[src/core/hpd_defs.svh]
// Address decode constants for the second bridge address map.
// Assumes inclusion by the map decoder module, its only user.
`ifndef HPD_DEFS_SVH
`define HPD_DEFS_SVH
// Processor-side windows
`define HPD_C_SYS0_LO   32'h0000_0000
`define HPD_C_SYS0_HI   32'h0009_ffff
`define HPD_C_HOLE_LO   32'h000a_0000
`define HPD_C_HOLE_HI   32'h000b_ffff
`define HPD_C_SYS1_LO   32'h000c_0000
`define HPD_C_SYS1_HI   32'h3fff_ffff
`define HPD_RSV_LO      32'h4000_0000
`define HPD_RSV_HI      32'h7fff_ffff
`define HPD_PMEM_LO     32'h8000_0000
`define HPD_PMEM_HI     32'hfcff_ffff
`define HPD_ISAM_LO     32'hfd00_0000
`define HPD_ISAM_HI     32'hfdff_ffff
`define HPD_ISAIO_LO    32'hfe00_0000
`define HPD_ISAIO_HI    32'hfe7f_ffff
`define HPD_ISAIO_CHI   32'hfe00_ffff
`define HPD_PIO_LO      32'hfe80_0000
`define HPD_PIO_HI      32'hfebf_ffff
`define HPD_CFGA_LO     32'hfec0_0000
`define HPD_CFGA_HI     32'hfedf_ffff
`define HPD_CFGD_LO     32'hfee0_0000
`define HPD_CFGD_HI     32'hfeef_ffff
`define HPD_IACK_LO     32'hfef0_0000
`define HPD_IACK_HI     32'hfeff_ffff
`define HPD_ROM64_LO    32'hff00_0000
`define HPD_ROM64_HI    32'hff7f_ffff
`define HPD_ROM8_LO     32'hff80_0000
`define HPD_ROM8_HI     32'hffff_ffff
// PCI memory-side windows
`define HPD_P_HOLE_HI   32'h000f_ffff
`define HPD_P_SYS1_LO   32'h0010_0000
`define HPD_P_RSVH_LO   32'hfe00_0000
`define HPD_P_RSVH_HI   32'hfeff_ffff
// PCI I/O-side windows
`define HPD_IO_ISA_HI   32'h0000_ffff
`define HPD_IO_PIO_LO   32'h0080_0000
`define HPD_IO_PIO_HI   32'h00bf_ffff
// Reset and strap values, timing
`define HPD_MAP_B       1'b0
`define HPD_ALL_ONES    32'hffff_ffff
`define HPD_STRAP_WAIT  2'h3
`endif

[src/core/hpd_pkg.sv]
// Types shared by the map decoder modules.
// Assumes the constants header sits beside it.
package hpd_pkg;
  typedef enum logic [8:0] {
    TGT_NONE    = 9'h001,
    TGT_SYSMEM  = 9'h002,
    TGT_PCIMEM  = 9'h004,
    TGT_PCIIO   = 9'h008,
    TGT_CFGADDR = 9'h010,
    TGT_CFGDATA = 9'h020,
    TGT_INTACK  = 9'h040,
    TGT_ROM     = 9'h080,
    TGT_RSV     = 9'h100
  } hpd_target_t;

  typedef enum logic [1:0] {
    ST_SETTLE = 2'h1,
    ST_RUN    = 2'h2
  } hpd_state_t;

  typedef struct packed {
    hpd_target_t target;
    logic [31:0] pciAddr;
    logic        memSelErr;
    logic        readAllOnes;
    logic        writeDiscard;
    logic        transferErrorAck;
    logic        romLocal;
    logic        romToPci;
    logic        rom64Only;
  } hpd_cpu_result_t;

  typedef struct packed {
    logic        claim;
    logic        toRom;
    logic [31:0] sysAddr;
    logic        memSelErr;
    logic        ioReserved;
    logic        rom64Only;
  } hpd_pci_result_t;
endpackage

[src/core/hpd_range_check.sv]
// Inclusive address window compare.
// Assumes a 32-bit byte address; pure combinational.
`timescale 1ns/10ps
module hpd_range_check #(
  parameter logic [31:0] LO = 32'h0000_0000,
  parameter logic [31:0] HI = 32'hffff_ffff
) (
  input  wire logic [31:0] addr,
  output logic             hit
);
  // Both bounds inclusive, as every window is printed
  assign hit = (addr >= LO) && (addr <= HI);
endmodule

[src/core/hpd_map_b.sv]
// Second address map decoder: processor and PCI-master address steering.
// Assumes requests are synchronous to clock; strap pin is asynchronous.
`timescale 1ns/10ps
`include "hpd_defs.svh"

// Notes on behaviour
// - While this map is active, classify every address into one area or window.
// - Processor low memory outside the hole goes to system memory, no PCI cycle.
// - Hole goes to system or PCI memory by separate processor and PCI settings.
// - Reserved 40000000-7FFFFFFF raises memory select error when enabled.
// - Error detection off: reserved reads return ones, writes are dropped.
// - Processor 80000000-FCFFFFFF goes to PCI memory unchanged.
// - FD window goes to PCI memory with upper byte zeroed.
// - Contiguous I/O window uses low 24 bits; FE010000-FE7FFFFF reserved.
// - Discontiguous I/O address is zero, then bits 22..12, then bits 4..0.
// - FE800000-FEBFFFFF goes to PCI I/O with upper byte cleared.
// - FEC00000-FEDFFFFF aliases to the configuration address port.
// - FEE00000-FEEFFFFF aliases to the configuration data port.
// - Reads in FEF window run an interrupt acknowledge cycle.
// - Writes in FEF window raise transfer error ack when enabled.
// - FF000000-FF7FFFFF is 64-bit ROM, rest 8 or 64-bit, same PCI address.
// - ROM may live on processor bus, PCI, or both; steer accordingly.
// - PCI memory low and 1M-1G areas claimed for system memory, same address.
// - PCI memory 80000000-FCFFFFFF and FE window are never claimed.
// - With alias enable, PCI FD window claimed with upper byte cleared.
// - PCI memory FF window maps to ROM, same address.
// - PCI I/O never claimed; flags reserved I/O areas.
// - Strap at reset picks the map, zero selects this one; software may change.
module hpd_map_b
  import hpd_pkg::*;
(
  input  wire logic        clock,
  input  wire logic        rst_n,
  input  wire logic        boot_map_strap,
  input  wire logic        mapSelWrite,
  input  wire logic        mapSelValue,
  input  wire logic        memSelErrEnable,
  input  wire logic        teaEnable,
  input  wire logic        cpu_side_hole_route,
  input  wire logic        pciSideHoleRoute,
  input  wire logic        low_memory_alias_enable,
  input  wire logic        io_contiguity_select,
  input  wire logic        romOnCpuBus,
  input  wire logic        romOnPci,
  input  wire logic        cpuReq,
  input  wire logic        cpuWrite,
  input  wire logic [31:0] cpuAddr,
  input  wire logic        pciReq,
  input  wire logic        pciIsIo,
  input  wire logic [31:0] pciAddr,
  output logic             mapBActive,
  output logic             strapDone,
  output logic             cpuDone,
  output hpd_cpu_result_t  cpuResult,
  output logic             pciDone,
  output hpd_pci_result_t  pciResult
);

  // Reset release through two flops
  logic rstMeta_reg;
  logic rstLocal_n;
  always_ff @(posedge clock or negedge rst_n) begin
    if (!rst_n) begin
      rstMeta_reg <= 1'b0;
      rstLocal_n  <= 1'b0;
    end else begin
      rstMeta_reg <= 1'b1;
      rstLocal_n  <= rstMeta_reg;
    end
  end

  // Strap synchroniser: three stages, second and third must agree
  logic strapS1_reg;
  logic strapS2_reg;
  logic strapS3_reg;
  always_ff @(posedge clock or negedge rstLocal_n) begin
    if (!rstLocal_n) begin
      strapS1_reg <= 1'b1;
      strapS2_reg <= 1'b1;
      strapS3_reg <= 1'b1;
    end else begin
      strapS1_reg <= boot_map_strap;
      strapS2_reg <= strapS1_reg;
      strapS3_reg <= strapS2_reg;
    end
  end

  // Strap capture sequence; waits for the synchroniser to fill
  hpd_state_t state_reg;
  hpd_state_t state_next;
  logic [1:0] settle_reg;
  logic       capture;
  always_comb begin
    state_next = state_reg;
    capture    = 1'b0;
    case (state_reg)
      ST_SETTLE: begin
        if (settle_reg == `HPD_STRAP_WAIT && strapS2_reg == strapS3_reg) begin
          capture    = 1'b1;
          state_next = ST_RUN;
        end
      end
      ST_RUN: begin
        state_next = ST_RUN;
      end
      default: begin
        state_next = ST_SETTLE;
      end
    endcase
  end

  always_ff @(posedge clock or negedge rstLocal_n) begin
    if (!rstLocal_n) begin
      state_reg  <= ST_SETTLE;
      settle_reg <= 2'h0;
    end else begin
      state_reg <= state_next;
      if (settle_reg != `HPD_STRAP_WAIT) begin
        settle_reg <= settle_reg + 2'h1;
      end
    end
  end

  // Map select: strap first, software after; zero selects this map
  logic mapSel_reg;
  always_ff @(posedge clock or negedge rstLocal_n) begin
    if (!rstLocal_n) begin
      mapSel_reg <= `HPD_MAP_B;
    end else if (capture) begin
      mapSel_reg <= strapS3_reg;
    end else if (mapSelWrite && state_reg == ST_RUN) begin
      mapSel_reg <= mapSelValue;
    end
  end
  assign mapBActive = (mapSel_reg == `HPD_MAP_B) && (state_reg == ST_RUN);
  assign strapDone  = (state_reg == ST_RUN);

  // Processor-side window hits
  logic cSys0, cHole, cSys1, cRsv, cPmem, cIsaM, cIsaIo, cIsaC;
  logic cPio, cCfgA, cCfgD, cIack, cRom64, cRom8;
  hpd_range_check #(.LO(`HPD_C_SYS0_LO), .HI(`HPD_C_SYS0_HI)) uCSys0 (
    .addr(cpuAddr),
    .hit (cSys0)
  );
  hpd_range_check #(.LO(`HPD_C_HOLE_LO), .HI(`HPD_C_HOLE_HI)) uCHole (
    .addr(cpuAddr),
    .hit (cHole)
  );
  hpd_range_check #(.LO(`HPD_C_SYS1_LO), .HI(`HPD_C_SYS1_HI)) uCSys1 (
    .addr(cpuAddr),
    .hit (cSys1)
  );
  hpd_range_check #(.LO(`HPD_RSV_LO), .HI(`HPD_RSV_HI)) uCRsv (
    .addr(cpuAddr),
    .hit (cRsv)
  );
  hpd_range_check #(.LO(`HPD_PMEM_LO), .HI(`HPD_PMEM_HI)) uCPmem (
    .addr(cpuAddr),
    .hit (cPmem)
  );
  hpd_range_check #(.LO(`HPD_ISAM_LO), .HI(`HPD_ISAM_HI)) uCIsaM (
    .addr(cpuAddr),
    .hit (cIsaM)
  );
  hpd_range_check #(.LO(`HPD_ISAIO_LO), .HI(`HPD_ISAIO_HI)) uCIsaIo (
    .addr(cpuAddr),
    .hit (cIsaIo)
  );
  hpd_range_check #(.LO(`HPD_ISAIO_LO), .HI(`HPD_ISAIO_CHI)) uCIsaC (
    .addr(cpuAddr),
    .hit (cIsaC)
  );
  hpd_range_check #(.LO(`HPD_PIO_LO), .HI(`HPD_PIO_HI)) uCPio (
    .addr(cpuAddr),
    .hit (cPio)
  );
  hpd_range_check #(.LO(`HPD_CFGA_LO), .HI(`HPD_CFGA_HI)) uCCfgA (
    .addr(cpuAddr),
    .hit (cCfgA)
  );
  hpd_range_check #(.LO(`HPD_CFGD_LO), .HI(`HPD_CFGD_HI)) uCCfgD (
    .addr(cpuAddr),
    .hit (cCfgD)
  );
  hpd_range_check #(.LO(`HPD_IACK_LO), .HI(`HPD_IACK_HI)) uCIack (
    .addr(cpuAddr),
    .hit (cIack)
  );
  hpd_range_check #(.LO(`HPD_ROM64_LO), .HI(`HPD_ROM64_HI)) uCRom64 (
    .addr(cpuAddr),
    .hit (cRom64)
  );
  hpd_range_check #(.LO(`HPD_ROM8_LO), .HI(`HPD_ROM8_HI)) uCRom8 (
    .addr(cpuAddr),
    .hit (cRom8)
  );

  // Processor decode; one window hits at a time, so chain order is free
  hpd_cpu_result_t cpuNext;
  always_comb begin
    cpuNext         = '0;
    cpuNext.target  = TGT_NONE;
    cpuNext.pciAddr = cpuAddr;
    if (!mapBActive) begin
      cpuNext.target = TGT_NONE;
    end else if (cSys0 || cSys1) begin
      cpuNext.target = TGT_SYSMEM;
    end else if (cHole) begin
      // Hole setting one keeps it in system memory
      cpuNext.target = cpu_side_hole_route ? TGT_SYSMEM : TGT_PCIMEM;
    end else if (cRsv) begin
      cpuNext.target       = TGT_RSV;
      cpuNext.memSelErr    = memSelErrEnable;
      cpuNext.readAllOnes  = !memSelErrEnable && !cpuWrite;
      cpuNext.writeDiscard = !memSelErrEnable && cpuWrite;
    end else if (cPmem) begin
      cpuNext.target = TGT_PCIMEM;
    end else if (cIsaM) begin
      cpuNext.target  = TGT_PCIMEM;
      cpuNext.pciAddr = {8'h00, cpuAddr[23:0]};
    end else if (cIsaIo) begin
      cpuNext.target = TGT_PCIIO;
      if (io_contiguity_select) begin
        // Spreads each 32-byte block onto its own 4-Kbyte page
        cpuNext.pciAddr = {16'h0000, cpuAddr[22:12], cpuAddr[4:0]};
      end else if (cIsaC) begin
        cpuNext.pciAddr = {8'h00, cpuAddr[23:0]};
      end else begin
        cpuNext.target       = TGT_RSV;
        cpuNext.readAllOnes  = !cpuWrite;
        cpuNext.writeDiscard = cpuWrite;
      end
    end else if (cPio) begin
      cpuNext.target  = TGT_PCIIO;
      cpuNext.pciAddr = {8'h00, cpuAddr[23:0]};
    end else if (cCfgA) begin
      cpuNext.target = TGT_CFGADDR;
    end else if (cCfgD) begin
      cpuNext.target = TGT_CFGDATA;
    end else if (cIack) begin
      cpuNext.target = TGT_INTACK;
      // Writes carry no acknowledge cycle; error only if enabled
      cpuNext.transferErrorAck = cpuWrite && teaEnable;
      cpuNext.writeDiscard     = cpuWrite && !teaEnable;
    end else if (cRom64 || cRom8) begin
      cpuNext.target    = TGT_ROM;
      cpuNext.rom64Only = cRom64;
      cpuNext.romLocal  = romOnCpuBus;
      cpuNext.romToPci  = romOnPci;
    end
  end

  // PCI-side window hits
  logic pSys0, pHole, pSys1, pRsv, pPmem, pFd, pRsvH, pRom64, pRom8;
  logic ioIsa, ioPio;
  hpd_range_check #(.LO(`HPD_C_SYS0_LO), .HI(`HPD_C_SYS0_HI)) uPSys0 (
    .addr(pciAddr),
    .hit (pSys0)
  );
  hpd_range_check #(.LO(`HPD_C_HOLE_LO), .HI(`HPD_P_HOLE_HI)) uPHole (
    .addr(pciAddr),
    .hit (pHole)
  );
  hpd_range_check #(.LO(`HPD_P_SYS1_LO), .HI(`HPD_C_SYS1_HI)) uPSys1 (
    .addr(pciAddr),
    .hit (pSys1)
  );
  hpd_range_check #(.LO(`HPD_RSV_LO), .HI(`HPD_RSV_HI)) uPRsv (
    .addr(pciAddr),
    .hit (pRsv)
  );
  hpd_range_check #(.LO(`HPD_PMEM_LO), .HI(`HPD_PMEM_HI)) uPPmem (
    .addr(pciAddr),
    .hit (pPmem)
  );
  hpd_range_check #(.LO(`HPD_ISAM_LO), .HI(`HPD_ISAM_HI)) uPFd (
    .addr(pciAddr),
    .hit (pFd)
  );
  hpd_range_check #(.LO(`HPD_P_RSVH_LO), .HI(`HPD_P_RSVH_HI)) uPRsvH (
    .addr(pciAddr),
    .hit (pRsvH)
  );
  hpd_range_check #(.LO(`HPD_ROM64_LO), .HI(`HPD_ROM64_HI)) uPRom64 (
    .addr(pciAddr),
    .hit (pRom64)
  );
  hpd_range_check #(.LO(`HPD_ROM8_LO), .HI(`HPD_ROM8_HI)) uPRom8 (
    .addr(pciAddr),
    .hit (pRom8)
  );
  hpd_range_check #(.LO(`HPD_C_SYS0_LO), .HI(`HPD_IO_ISA_HI)) uIoIsa (
    .addr(pciAddr),
    .hit (ioIsa)
  );
  hpd_range_check #(.LO(`HPD_IO_PIO_LO), .HI(`HPD_IO_PIO_HI)) uIoPio (
    .addr(pciAddr),
    .hit (ioPio)
  );

  // PCI decode; claim means the bridge answers as target
  hpd_pci_result_t pciNext;
  always_comb begin
    pciNext         = '0;
    pciNext.sysAddr = pciAddr;
    if (!mapBActive) begin
      pciNext.claim = 1'b0;
    end else if (pciIsIo) begin
      // I/O is only ever passed to other targets
      pciNext.claim      = 1'b0;
      pciNext.ioReserved = !(ioIsa || ioPio);
    end else if (pSys0 || pSys1) begin
      pciNext.claim = 1'b1;
    end else if (pHole) begin
      pciNext.claim = pciSideHoleRoute;
    end else if (pRsv) begin
      // Claimed so the error or all-ones answer has an owner
      pciNext.claim     = 1'b1;
      pciNext.memSelErr = memSelErrEnable;
    end else if (pPmem || pRsvH) begin
      pciNext.claim = 1'b0;
    end else if (pFd) begin
      pciNext.claim   = low_memory_alias_enable;
      pciNext.sysAddr = {8'h00, pciAddr[23:0]};
    end else if (pRom64 || pRom8) begin
      // Only a ROM on the local bus can be claimed from PCI
      pciNext.claim     = romOnCpuBus;
      pciNext.toRom     = 1'b1;
      pciNext.rom64Only = pRom64;
    end
  end

  // Processor answer register; one cycle after the request
  always_ff @(posedge clock or negedge rstLocal_n) begin
    if (!rstLocal_n) begin
      cpuDone   <= 1'b0;
      cpuResult <= '{target: TGT_NONE, default: '0};
    end else begin
      cpuDone <= cpuReq;
      if (cpuReq) begin
        cpuResult <= cpuNext;
      end
    end
  end

  // PCI answer register; one cycle after the request
  always_ff @(posedge clock or negedge rstLocal_n) begin
    if (!rstLocal_n) begin
      pciDone   <= 1'b0;
      pciResult <= '0;
    end else begin
      pciDone <= pciReq;
      if (pciReq) begin
        pciResult <= pciNext;
      end
    end
  end

endmodule

[config.mk]
export PLATFORM = sky130hd
export DESIGN_NAME = hpd_map_b
export DESIGN_NICKNAME = d
export VERILOG_FILES = /design/src/core/hpd_pkg.sv /design/src/core/hpd_range_check.sv /design/src/core/hpd_map_b.sv
export VERILOG_INCLUDE_DIRS = /design/src /design/src/core
export SDC_FILE = /design/constraint.sdc
export NUM_CORES = 1
export LEC_CHECK = 0
export ABC_AREA = 1
export ABC_CLOCK_PERIOD_IN_PS = 3660
export BUFFER_PORTS_ARGS = -buffer_cell sky130_fd_sc_hd__buf_2
export CAP_MARGIN = 0
export CELL_PAD_IN_SITES_DETAIL_PLACEMENT = 1
export CELL_PAD_IN_SITES_GLOBAL_PLACEMENT = 2
export CORE_ASPECT_RATIO = 1.5
export CORE_UTILIZATION = 27
export DETAILED_ROUTE_END_ITERATION = 10
export PLACE_DENSITY_LB_ADDON = 0.1
export SKIP_CTS_REPAIR_TIMING = 1
export SLEW_MARGIN = 20
export SYNTH_ARGS = -nofsm -noshare
export SYNTH_HDL_FRONTEND = slang
export SYNTH_SLANG_ARGS = --single-unit
[constraint.sdc]
create_clock -name clock -period 3.66 [get_ports clock]
set_input_delay 0.549 -clock clock [delete_from_list [all_inputs] [get_ports clock]]
set_output_delay 0.549 -clock clock [all_outputs]
set_load 0.01 [all_outputs]
; Word-level counts from Yosys, hierarchy flattened
; Index checks and enable logic that the tools add are counted.
[totals]
regBits = 97
input_bits = 81
out_inout_bits = 89
word_cells = 194
[op_classes]
addsub = 1
n_lt_le_gt_ge = 48
n_eq_ne = 6
n_mux = 70
bitwise_logic = 1
reduce_logical = 43
[op_table]
columns = cell, count
row1 = "32-bit less-or-equal comparator, second input constant", 15
row2 = "32-bit >= comparator, second input constant", 14
row3 = 32-bit two-way mux, 6
row4 = "32-bit by 20-bit less-or-equal comparator with 1-bit output, second input constant", 4
row5 = 39-bit two-way mux, 3
row6 = 34-bit two-way mux, 3
row7 = 9-bit two-way mux, 11
row8 = "32-bit by 20-bit >= comparator with 1-bit output, second input constant", 3
row9 = 41-bit two-way mux, 2
row10 = 33-bit two-way mux, 2
row11 = "32-bit by 1-bit >= comparator with 1-bit output, second input constant", 2
row12 = "32-bit by 31-bit >= comparator with 1-bit output, second input constant", 2
row13 = "32-bit by 30-bit less-or-equal comparator with 1-bit output, second input constant", 2
row14 = "32-bit by 31-bit less-or-equal comparator with 1-bit output, second input constant", 2
row15 = 36-bit two-way mux, 1
row16 = "32-bit by 21-bit >= comparator with 1-bit output, second input constant", 1
row17 = "32-bit by 24-bit >= comparator with 1-bit output, second input constant", 1
row18 = "32-bit by 16-bit less-or-equal comparator with 1-bit output, second input constant", 1
row19 = "32-bit by 24-bit less-or-equal comparator with 1-bit output, second input constant", 1
row20 = 1-bit logical AND, 32
row21 = 1-bit two-way mux, 24
row22 = 5-bit two-way mux, 3
row23 = 2-bit two-way mux, 6
row24 = 6-bit two-way mux, 2
row25 = other kinds (13), 26

; Longest topological paths before layout
; Gate-level depths: netlist of the first run.
[logic_depth]
depth_word = 15
ltp_mapped = 12
mapped_depth_nobuf = 12

; By module
; Synthesis of the first run repeated with hierarchy kept, for this count alone.
[unflattened]
hier_cells = 809
area_unflattened_um2 = 5492.8
[modules_own_cells]
columns = module, n_inst, cells_per_inst, area_per_inst_um2, seq_area_each_um2
row1 = hpd_map_b, 1, 483, 4182.8, 2433.6
row2 = hpd_range_check at uCSys0 ..., 2, 25, 95.1, 0.0
row3 = hpd_range_check at uCIsaM ..., 3, 11, 43.8, 0.0
row4 = hpd_range_check at uCPmem ..., 4, 8, 31.3, 0.0
row5 = hpd_range_check at uCHole, 1, 28, 105.1, 0.0
row6 = hpd_range_check at uIoIsa, 1, 27, 103.8, 0.0
row7 = hpd_range_check at uCSys1 ..., 2, 12, 51.3, 0.0
row8 = hpd_range_check at uPHole, 1, 23, 95.1, 0.0
row9 = hpd_range_check at uCIsaC, 1, 24, 92.6, 0.0
row10 = hpd_range_check at uCPio, 1, 18, 75.1, 0.0
row11 = hpd_range_check at uCRom64 ..., 2, 8, 33.8, 0.0
row12 = hpd_range_check at uCCfgD, 1, 11, 46.3, 0.0
row13 = hpd_range_check at uCCfgA, 1, 10, 43.8, 0.0
row14 = hpd_range_check at uCIack, 1, 10, 42.5, 0.0
row15 = +3 rows, n/a, n/a, n/a, n/a

; Worst setup path before layout of the first run
; Ideal clock, no wire load.
[synth_path]
kind = register -> output
start = register state_reg[0]
end = output mapBActive
t_arrival_ps = 1272
required_time_ps = 3111
setup_slack_ps = 1839
path_stages_with_launch = 6
path_buffers = 1
cell_sequence = dfstp_2 -> inv_1 -> ha_1 -> nand2_1 -> inv_1 -> buf_2
[synth_via]
elab_chain_len = 2
[synth_lines]
columns = item, line_no
row1 = start: declaration, hpd_map_b.sv:89  ; hpd_state_t state_reg;
row2 = start signal: assignment, hpd_map_b.sv:117  ; state_reg <= state_next;
row3 = 2-bit == test, n/a
row4 = net strapDone, hpd_map_b.sv:52  ; output logic strapDone,
row5 = 1-bit logical AND, hpd_map_b.sv:135  ; assign mapBActive = (mapSel_reg == `HPD_MAP_B) && (state_reg == ST_RUN);
row6 = end: declaration, hpd_map_b.sv:51  ; output logic mapBActive,
; The timed path passes the listed nets, and every way through them passes these cells.

; Final worst setup path of the first run
[layout_path]
start = register state_reg[0]
end = output mapBActive
[layout_via]
elab_chain_len = 2
[layout_lines]
columns = item, line_no
row1 = 2-bit == test, hpd_map_b.sv:135
row2 = 1-bit logical AND, hpd_map_b.sv:135
; Every way passes these cells.

==> results of run 1 <==
## power by group through the flow
stage          combinational (mW)  clock [mW]  sequential, mW
6_report                    0.654        1.01            1.27
5_1_grt                     0.751        1.09            1.29
4_1_cts                     0.674        1.06            1.27
3_5_place_dp                0.671           0            1.29
3_3_place_gp                0.655           0            1.29
2_1_floorplan               0.320           0            1.34
## area by class of cell
| cell class | count | area share |
|---|---|---|
| flip-flops and latches | 97 | 0.399 |
| multi-input cells | 430 | 0.318 |
| repair buffers | 176 | 0.148 |
| well taps | 210 | 0.0431 |
| clock buffers | 11 | 0.0414 |
| inverters | 65 | 0.0402 |
| clock inverters | 5 | 0.0100 |
## through the flow
step | hold slack [ps] | utilization | area [um^2] | power (mW) | setup WS, ps
2_1_floorplan | 253 | - | 4720 | 1.66 | 767
3_3_place_gp | 333 | 0.342 | 5780 | 1.95 | 1500
3_5_place_dp | 340 | 0.342 | 5780 | 1.97 | 1490
4_1_cts | -47.1 | 0.360 | 6090 | 3.00 | 1090
5_1_grt | 277 | 0.361 | 6100 | 3.14 | 1000
6_report | 291 | 0.361 | 6100 | 2.94 | 1130
## layer usage
layer	wire length [um]	up-vias	GRT usage
met5	0	-	0
met4	165	0	0.0491
met3	1180	10	0.0587
met2	7480	120	0.305
met1	6240	2134	0.205
li1	-	2255	-
## placed cells by master, fill, tap and decap left out, drive strengths merged, types with 2 or more instances in the layout
cell,instances
ha,3
inv,63
dfrtp,92
nand2,283
buf,175
a21oi,3
o31ai,16
nor3,6
nand4,9
clkbuf,11
nand3,20
clkinv,6
o211ai,2
a32o,2
dfstp,5
o21ai,46
mux2,2
xnor2,2
nor2,28
## worst min-delay path by stage
stage / from / end / slack [ps] / cells after the start
final: boot_map_strap / strapS1_reg / 290 / 1
after global routing: boot_map_strap / strapS1_reg / 280 / 1
after CTS: rst_n / rstLocal_n / -50 / 1
after detailed placement: rst_n / rstMeta_reg / 340 / 1
after global placement: rst_n / rstMeta_reg / 330 / 1
after floorplan: rst_n / rstLocal_n / 250 / 0
## cells by family (layout without fill, tap and decap cells)
| logic type | after synthesis | in the layout | synth area share |
|---|---|---|---|
| flops | 97 | 97 | 0.515 |
| other cells | 1 | 1 | 0.000794 |
| xor+xnor | 2 | 2 | 0.00371 |
| fa+ha+maj | 3 | 3 | 0.00795 |
| mux | 2 | 2 | 0.00477 |
| compound gates | 74 | 74 | 0.0938 |
| buf+inv | 88 | 257 | 0.0734 |
| simple gates | 348 | 348 | 0.300 |
==> impl_metrics.ini, run 1 <==
[outcome]
outcome = complete, no violations

[global_routing]
global_route.usage.total = 0.177
grt_max_degree = 58
vias_in_the_first_global_route = 4701
globalRouteOverflowTotal = 0
global_route_wire_length_before_repair_um = 24300
number_of_antenna_violations_at_the_first_check_in_global_routing = 0

[yosys]
ys_seq_elements = 97
post_synth_num_cell_types = 38
yosysWarningCount = 0
async_reset_ff_frac = 1.00
synth_sequential_area_ratio = 0.515
synth_area_leader_cell = sky130_fd_sc_hd__dfrtp_1
yosysMostFrequentCell = sky130_fd_sc_hd__nand2_1
post_synth_most_frequent_cells = 281 x sky130_fd_sc_hd__nand2_1, 92 x sky130_fd_sc_hd__dfrtp_1, 62 x sky130_fd_sc_hd__inv_1, 37 x sky130_fd_sc_hd__o21ai_0, 25 x sky130_fd_sc_hd__nor2_1
syn_area_per_cell_um2 = 7.68
area_share_of_the_leading_cell_type_in_the_synthesized_netlist = 0.487
post_synth_inst_count = 615
synth-edff-count = 0
postSynthNetCount = 699
synth.cell_area_um2 = 4720
postSynth.topFlopCell = sky130_fd_sc_hd__dfrtp_1
ys_top_cells_by_area = sky130_fd_sc_hd__dfrtp_1 49%, sky130_fd_sc_hd__nand2_1 22%, sky130_fd_sc_hd__inv_1 4.9%, sky130_fd_sc_hd__o21ai_0 3.9%, sky130_fd_sc_hd__dfstp_2 2.8%

[setup_path]
crit-reg2reg-capture = pciResult[30]
timing.reg2reg.setup_slack_ps = 1540
crit_type = reg2out
path_max_fanout = 24
worst-r2r-cell-count = 9
cp-start-kind = flop
timing.critical_path.from = state_reg[0]
critPathCaptureType = primary output
cp_data_required_time_ps = 3110
crit-reg2reg-launch = state_reg[0]
critical-path-max-stage-delay_ps = 530
capture_point_of_the_worst_path = mapBActive
crit_chain = inv_1 > ha_1 > nand2_1 > buf_4 > inv_1 > buf_4 > buf_2
cpMaxStageDelayCell = sky130_fd_sc_hd__dfstp_2
critPathArrivalTime_ps = 1980
critPathTopFamily = buffers and inverters
cp.buffers_inverters = 5
critical_path_cell_count = 7

[placed_design]
placedCellCount = 977
port_buffers = 169
hpwlAfterDp_um = 11400
globalplace.congestion = 0.793

[timing]
fin_worst_skew_ps = 6.99
timing.final.setup_violations = 0
slew_headroom = 0.608
report.final.slew_viol_count = 0
finalHoldViolations = 0
timing.fmax_mhz = 396
setup_repair_after_global_routing_missed_its_margin = no
least_margin_pin_slew_ps = 588
period_share = 0.690
fin_tns_setup_ps = 0
layout_min_cycle_time_ps = 2530

[final_layout]
drive_above_1_share = 0.268
antenna_cells_inserted = 0
multiInputGateArea_um2 = 1940
combined_flip_flop_and_latch_cell_area_um2 = 2440
area_growth_syn_to_layout_pct = 29.2
largest_register_ff_count = 48
layout_top_registers = cpuResult (48), pciResult (37)
nNetsFinal = 863
final_cell_count_no_fill = 994
layout.filler_cells = 2159
registers.top_by_ff_count = cpuResult

[die]
ios = 170
die_area_um2 = 18000
die_h_um = 164
placeableCoreArea_um2 = 16900
initial_core_util = 0.279
floorplan.rows = 58
die_x_um = 110

[route]
drcViolationCount = 0
post_drt_wl_per_cell_um = 15.2
first_pass_iters = 4
avgViaCountPerCell = 4.55
first_iter_violations = 131
final_antenna_net_count = 0
num_vias = 4519
route.final.wire_length_um = 15100

[cts]
tritoncts = done
clock_insertion_delay_at_the_later_pin_of_the_skew_report_ps = 350
cts_root_buffer = sky130_fd_sc_hd__clkbuf_16
clock_path_buffers = 2
clock_sink_total = 97
tritoncts.num_buffers = 9
cts.clk_slew.worst_paths_ps = 70
cts_htree_levels = 3

[pwr]
total_power_density_per_cell_area_nw_per_um2 = 482
switchingPower_uw = 920
power_frac_clock = 0.345
power.share.switching = 0.313
pwr-share-comb = 0.223
power.leakage_nw = 3.45
power_report.internal_total_mw = 2.02
maximum_vdd_drop_v = 0.000171
power.sequential.fraction = 0.432

[hold_path]
min_delay_worst_type = in2reg

[flow_run]
max_cap_violations = 0
Power figures use the tool's default switching activity.
==> run 2: changes to the inputs <==
--- a/config.mk
+++ b/config.mk
@@ -7,7 +7,7 @@
 export NUM_CORES = 1
 export LEC_CHECK = 0
 export ABC_AREA = 1
-export ABC_CLOCK_PERIOD_IN_PS = 3660
+export ABC_CLOCK_PERIOD_IN_PS = 2500
 export BUFFER_PORTS_ARGS = -buffer_cell sky130_fd_sc_hd__buf_2
 export CAP_MARGIN = 0
 export CELL_PAD_IN_SITES_DETAIL_PLACEMENT = 1
==> constraint.sdc (replaced) <==
create_clock -name clock -period 2.5 [get_ports clock]
set_input_delay 0.375 -clock clock [delete_from_list [all_inputs] [get_ports clock]]
set_output_delay 0.375 -clock clock [all_outputs]
set_load 0.01 [all_outputs]
==> impl_metrics.ini, run 2 (synthesized netlist as in run 1, its figures left out) <==
[final_layout]
registers.top_by_ff_count = cpuResult
drive_above_1_share = 0.270
final_area_um2 = 6150
layout_commonest_cell = sky130_fd_sc_hd__nand2_1
antenna_cells_inserted = 0
largest_register_ff_count = 48
layout_top_registers = cpuResult (48), pciResult (37)
area_growth_syn_to_layout_pct = 30.3
nNetsFinal = 865
mostFrequentLayoutCells = 281 x sky130_fd_sc_hd__nand2_1, 169 x sky130_fd_sc_hd__buf_2, 91 x sky130_fd_sc_hd__dfrtp_1

[placed_design]
dp_slack_ps = 513
port_buffers = 169
globalplace.congestion = 0.746
hpwlAfterDp_um = 11600
dpl-instance-area_um2 = 5820

[pwr]
power.leakage_nw = 3.48
totalPowerFinal_mw = 4.37
total_power_density_per_cell_area_nw_per_um2 = 710
maximum_vdd_drop_v = 0.000369

[die]
die_area_um2 = 18000
die_h_um = 164
ios = 170
initial_core_util = 0.279
floorplan.rows = 58
die_x_um = 110
placeableCoreArea_um2 = 16900

[route]
drcViolationCount = 0
route.final.wire_length_um = 15100
num_vias = 4500
post_drt_wl_per_cell_um = 15.2
avgViaCountPerCell = 4.52
final_antenna_net_count = 0
first_pass_iters = 4
first_iter_violations = 110

[global_routing]
vias_in_the_first_global_route = 4830
globalRouteOverflowTotal = 0
global_route_wire_length_before_repair_um = 24300
global_route.usage.total = 0.177
number_of_antenna_violations_at_the_first_check_in_global_routing = 0
grt_max_degree = 73

[setup_path]
cp.buffers_inverters = 4
crit_chain = inv_1 > ha_1 > nand2_1 > inv_1 > buf_4 > buf_2
cpMaxStageDelayCell = sky130_fd_sc_hd__dfstp_2
path_max_fanout = 14
cp-start-kind = flop
critPathCaptureType = primary output
timing.critical_path.mode_cell = sky130_fd_sc_hd__inv_1
crit_type = reg2out
critPathTopFamily = flip-flops
cp_data_required_time_ps = 2120
critPathArrivalTime_ps = 1740
critical-path-max-stage-delay_ps = 540

[cts]
tritoncts.num_buffers = 9
cts_htree_levels = 3
clock_sink_total = 97
cts.clk_slew.worst_paths_ps = 70
clock_path_buffers = 2
clock_insertion_delay_at_the_later_pin_of_the_skew_report_ps = 350
tritoncts = done
cts_root_buffer = sky130_fd_sc_hd__clkbuf_16

[timing]
timing.fmax_mhz = 472
setup_ws_ps = 383
timing.final.setup_violations = 0
slew_headroom = 0.614
fin_worst_skew_ps = 9.69
fin_hold_ws_ps = 119
fin_tns_setup_ps = 0
least_margin_pin_slew_ps = 579
layout_min_cycle_time_ps = 2120
period_share = 0.847
finalHoldViolations = 0
setup_repair_after_global_routing_missed_its_margin = no
report.final.slew_viol_count = 0

[hold_path]
min_delay_worst_type = in2reg

[outcome]
outcome = complete, no violations

[flow_run]
max_cap_violations = 0
==> run 2: power by group <==
group | leakage [nW] | switching (mW) | internal, mW
clock | 0.160 | 0.647 | 0.887
sequential | 1.20 | 0.0993 | 1.76
combinational | 2.12 | 0.611 | 0.366
total | 3.48 | 1.36 | 3.01
==> run 2: layout make-up <==
cell class / count / area (um^2)
clock buffer: 9 / 225
clock inverter: 7 / 100
fill: 2144 / 10800
inverter: 65 / 245
multi-input combinational: 430 / 1940
sequential: 97 / 2440
tap: 210 / 263
timing repair buffer: 178 / 941
==> run 2: metal layers <==
metal	share of wire	routed length (um)	GRT usage	vias up
met4	0.0093	141	0.0418	0
met3	0.071	1070	0.0532	9
li1	-	-	-	2255
met5	0	0	0	-
met1	0.40	6010	0.195	2119
met2	0.52	7870	0.326	117
==> run 2: worst paths after layout <==
| kind | cells past startpoint | endpoint | start | slack [ps] |
|---|---|---|---|---|
| worst max-delay path | 6 | mapBActive | state_reg[0] | 380 |
| worst min-delay path | 1 | strapS1_reg | boot_map_strap | 120 |
| worst max register to register | 9 | cpuResult[5] | state_reg[0] | 510 |
| worst min register to register | 0 | pciResult[29] | rstLocal_n | 240 |
| max in group asynchronous | 1 | cpuResult[39] | rstLocal_n | 1520 |
| min in group asynchronous | 0 | pciResult[29] | rstLocal_n | 240 |
==> run 2: per-stage QoR <==
step | instances | utilization
after CTS | 995 | 0.363
after global placement | 979 | 0.344
after global routing | 996 | 0.364
final | 996 | 0.364
after floorplan | 615 | -
after detailed placement | 979 | 0.344
==> run 2: worst register-to-register path, stage by stage, from the launching register on <==
cell	delay, ps
sky130_fd_sc_hd__dfstp_2	370
sky130_fd_sc_hd__inv_1	70
sky130_fd_sc_hd__ha_1	220
sky130_fd_sc_hd__nand2_1	90
sky130_fd_sc_hd__buf_4	230
sky130_fd_sc_hd__nor2_2	390
sky130_fd_sc_hd__nand3_1	200
sky130_fd_sc_hd__inv_1	80
sky130_fd_sc_hd__nand2_1	60
sky130_fd_sc_hd__o21ai_0	180
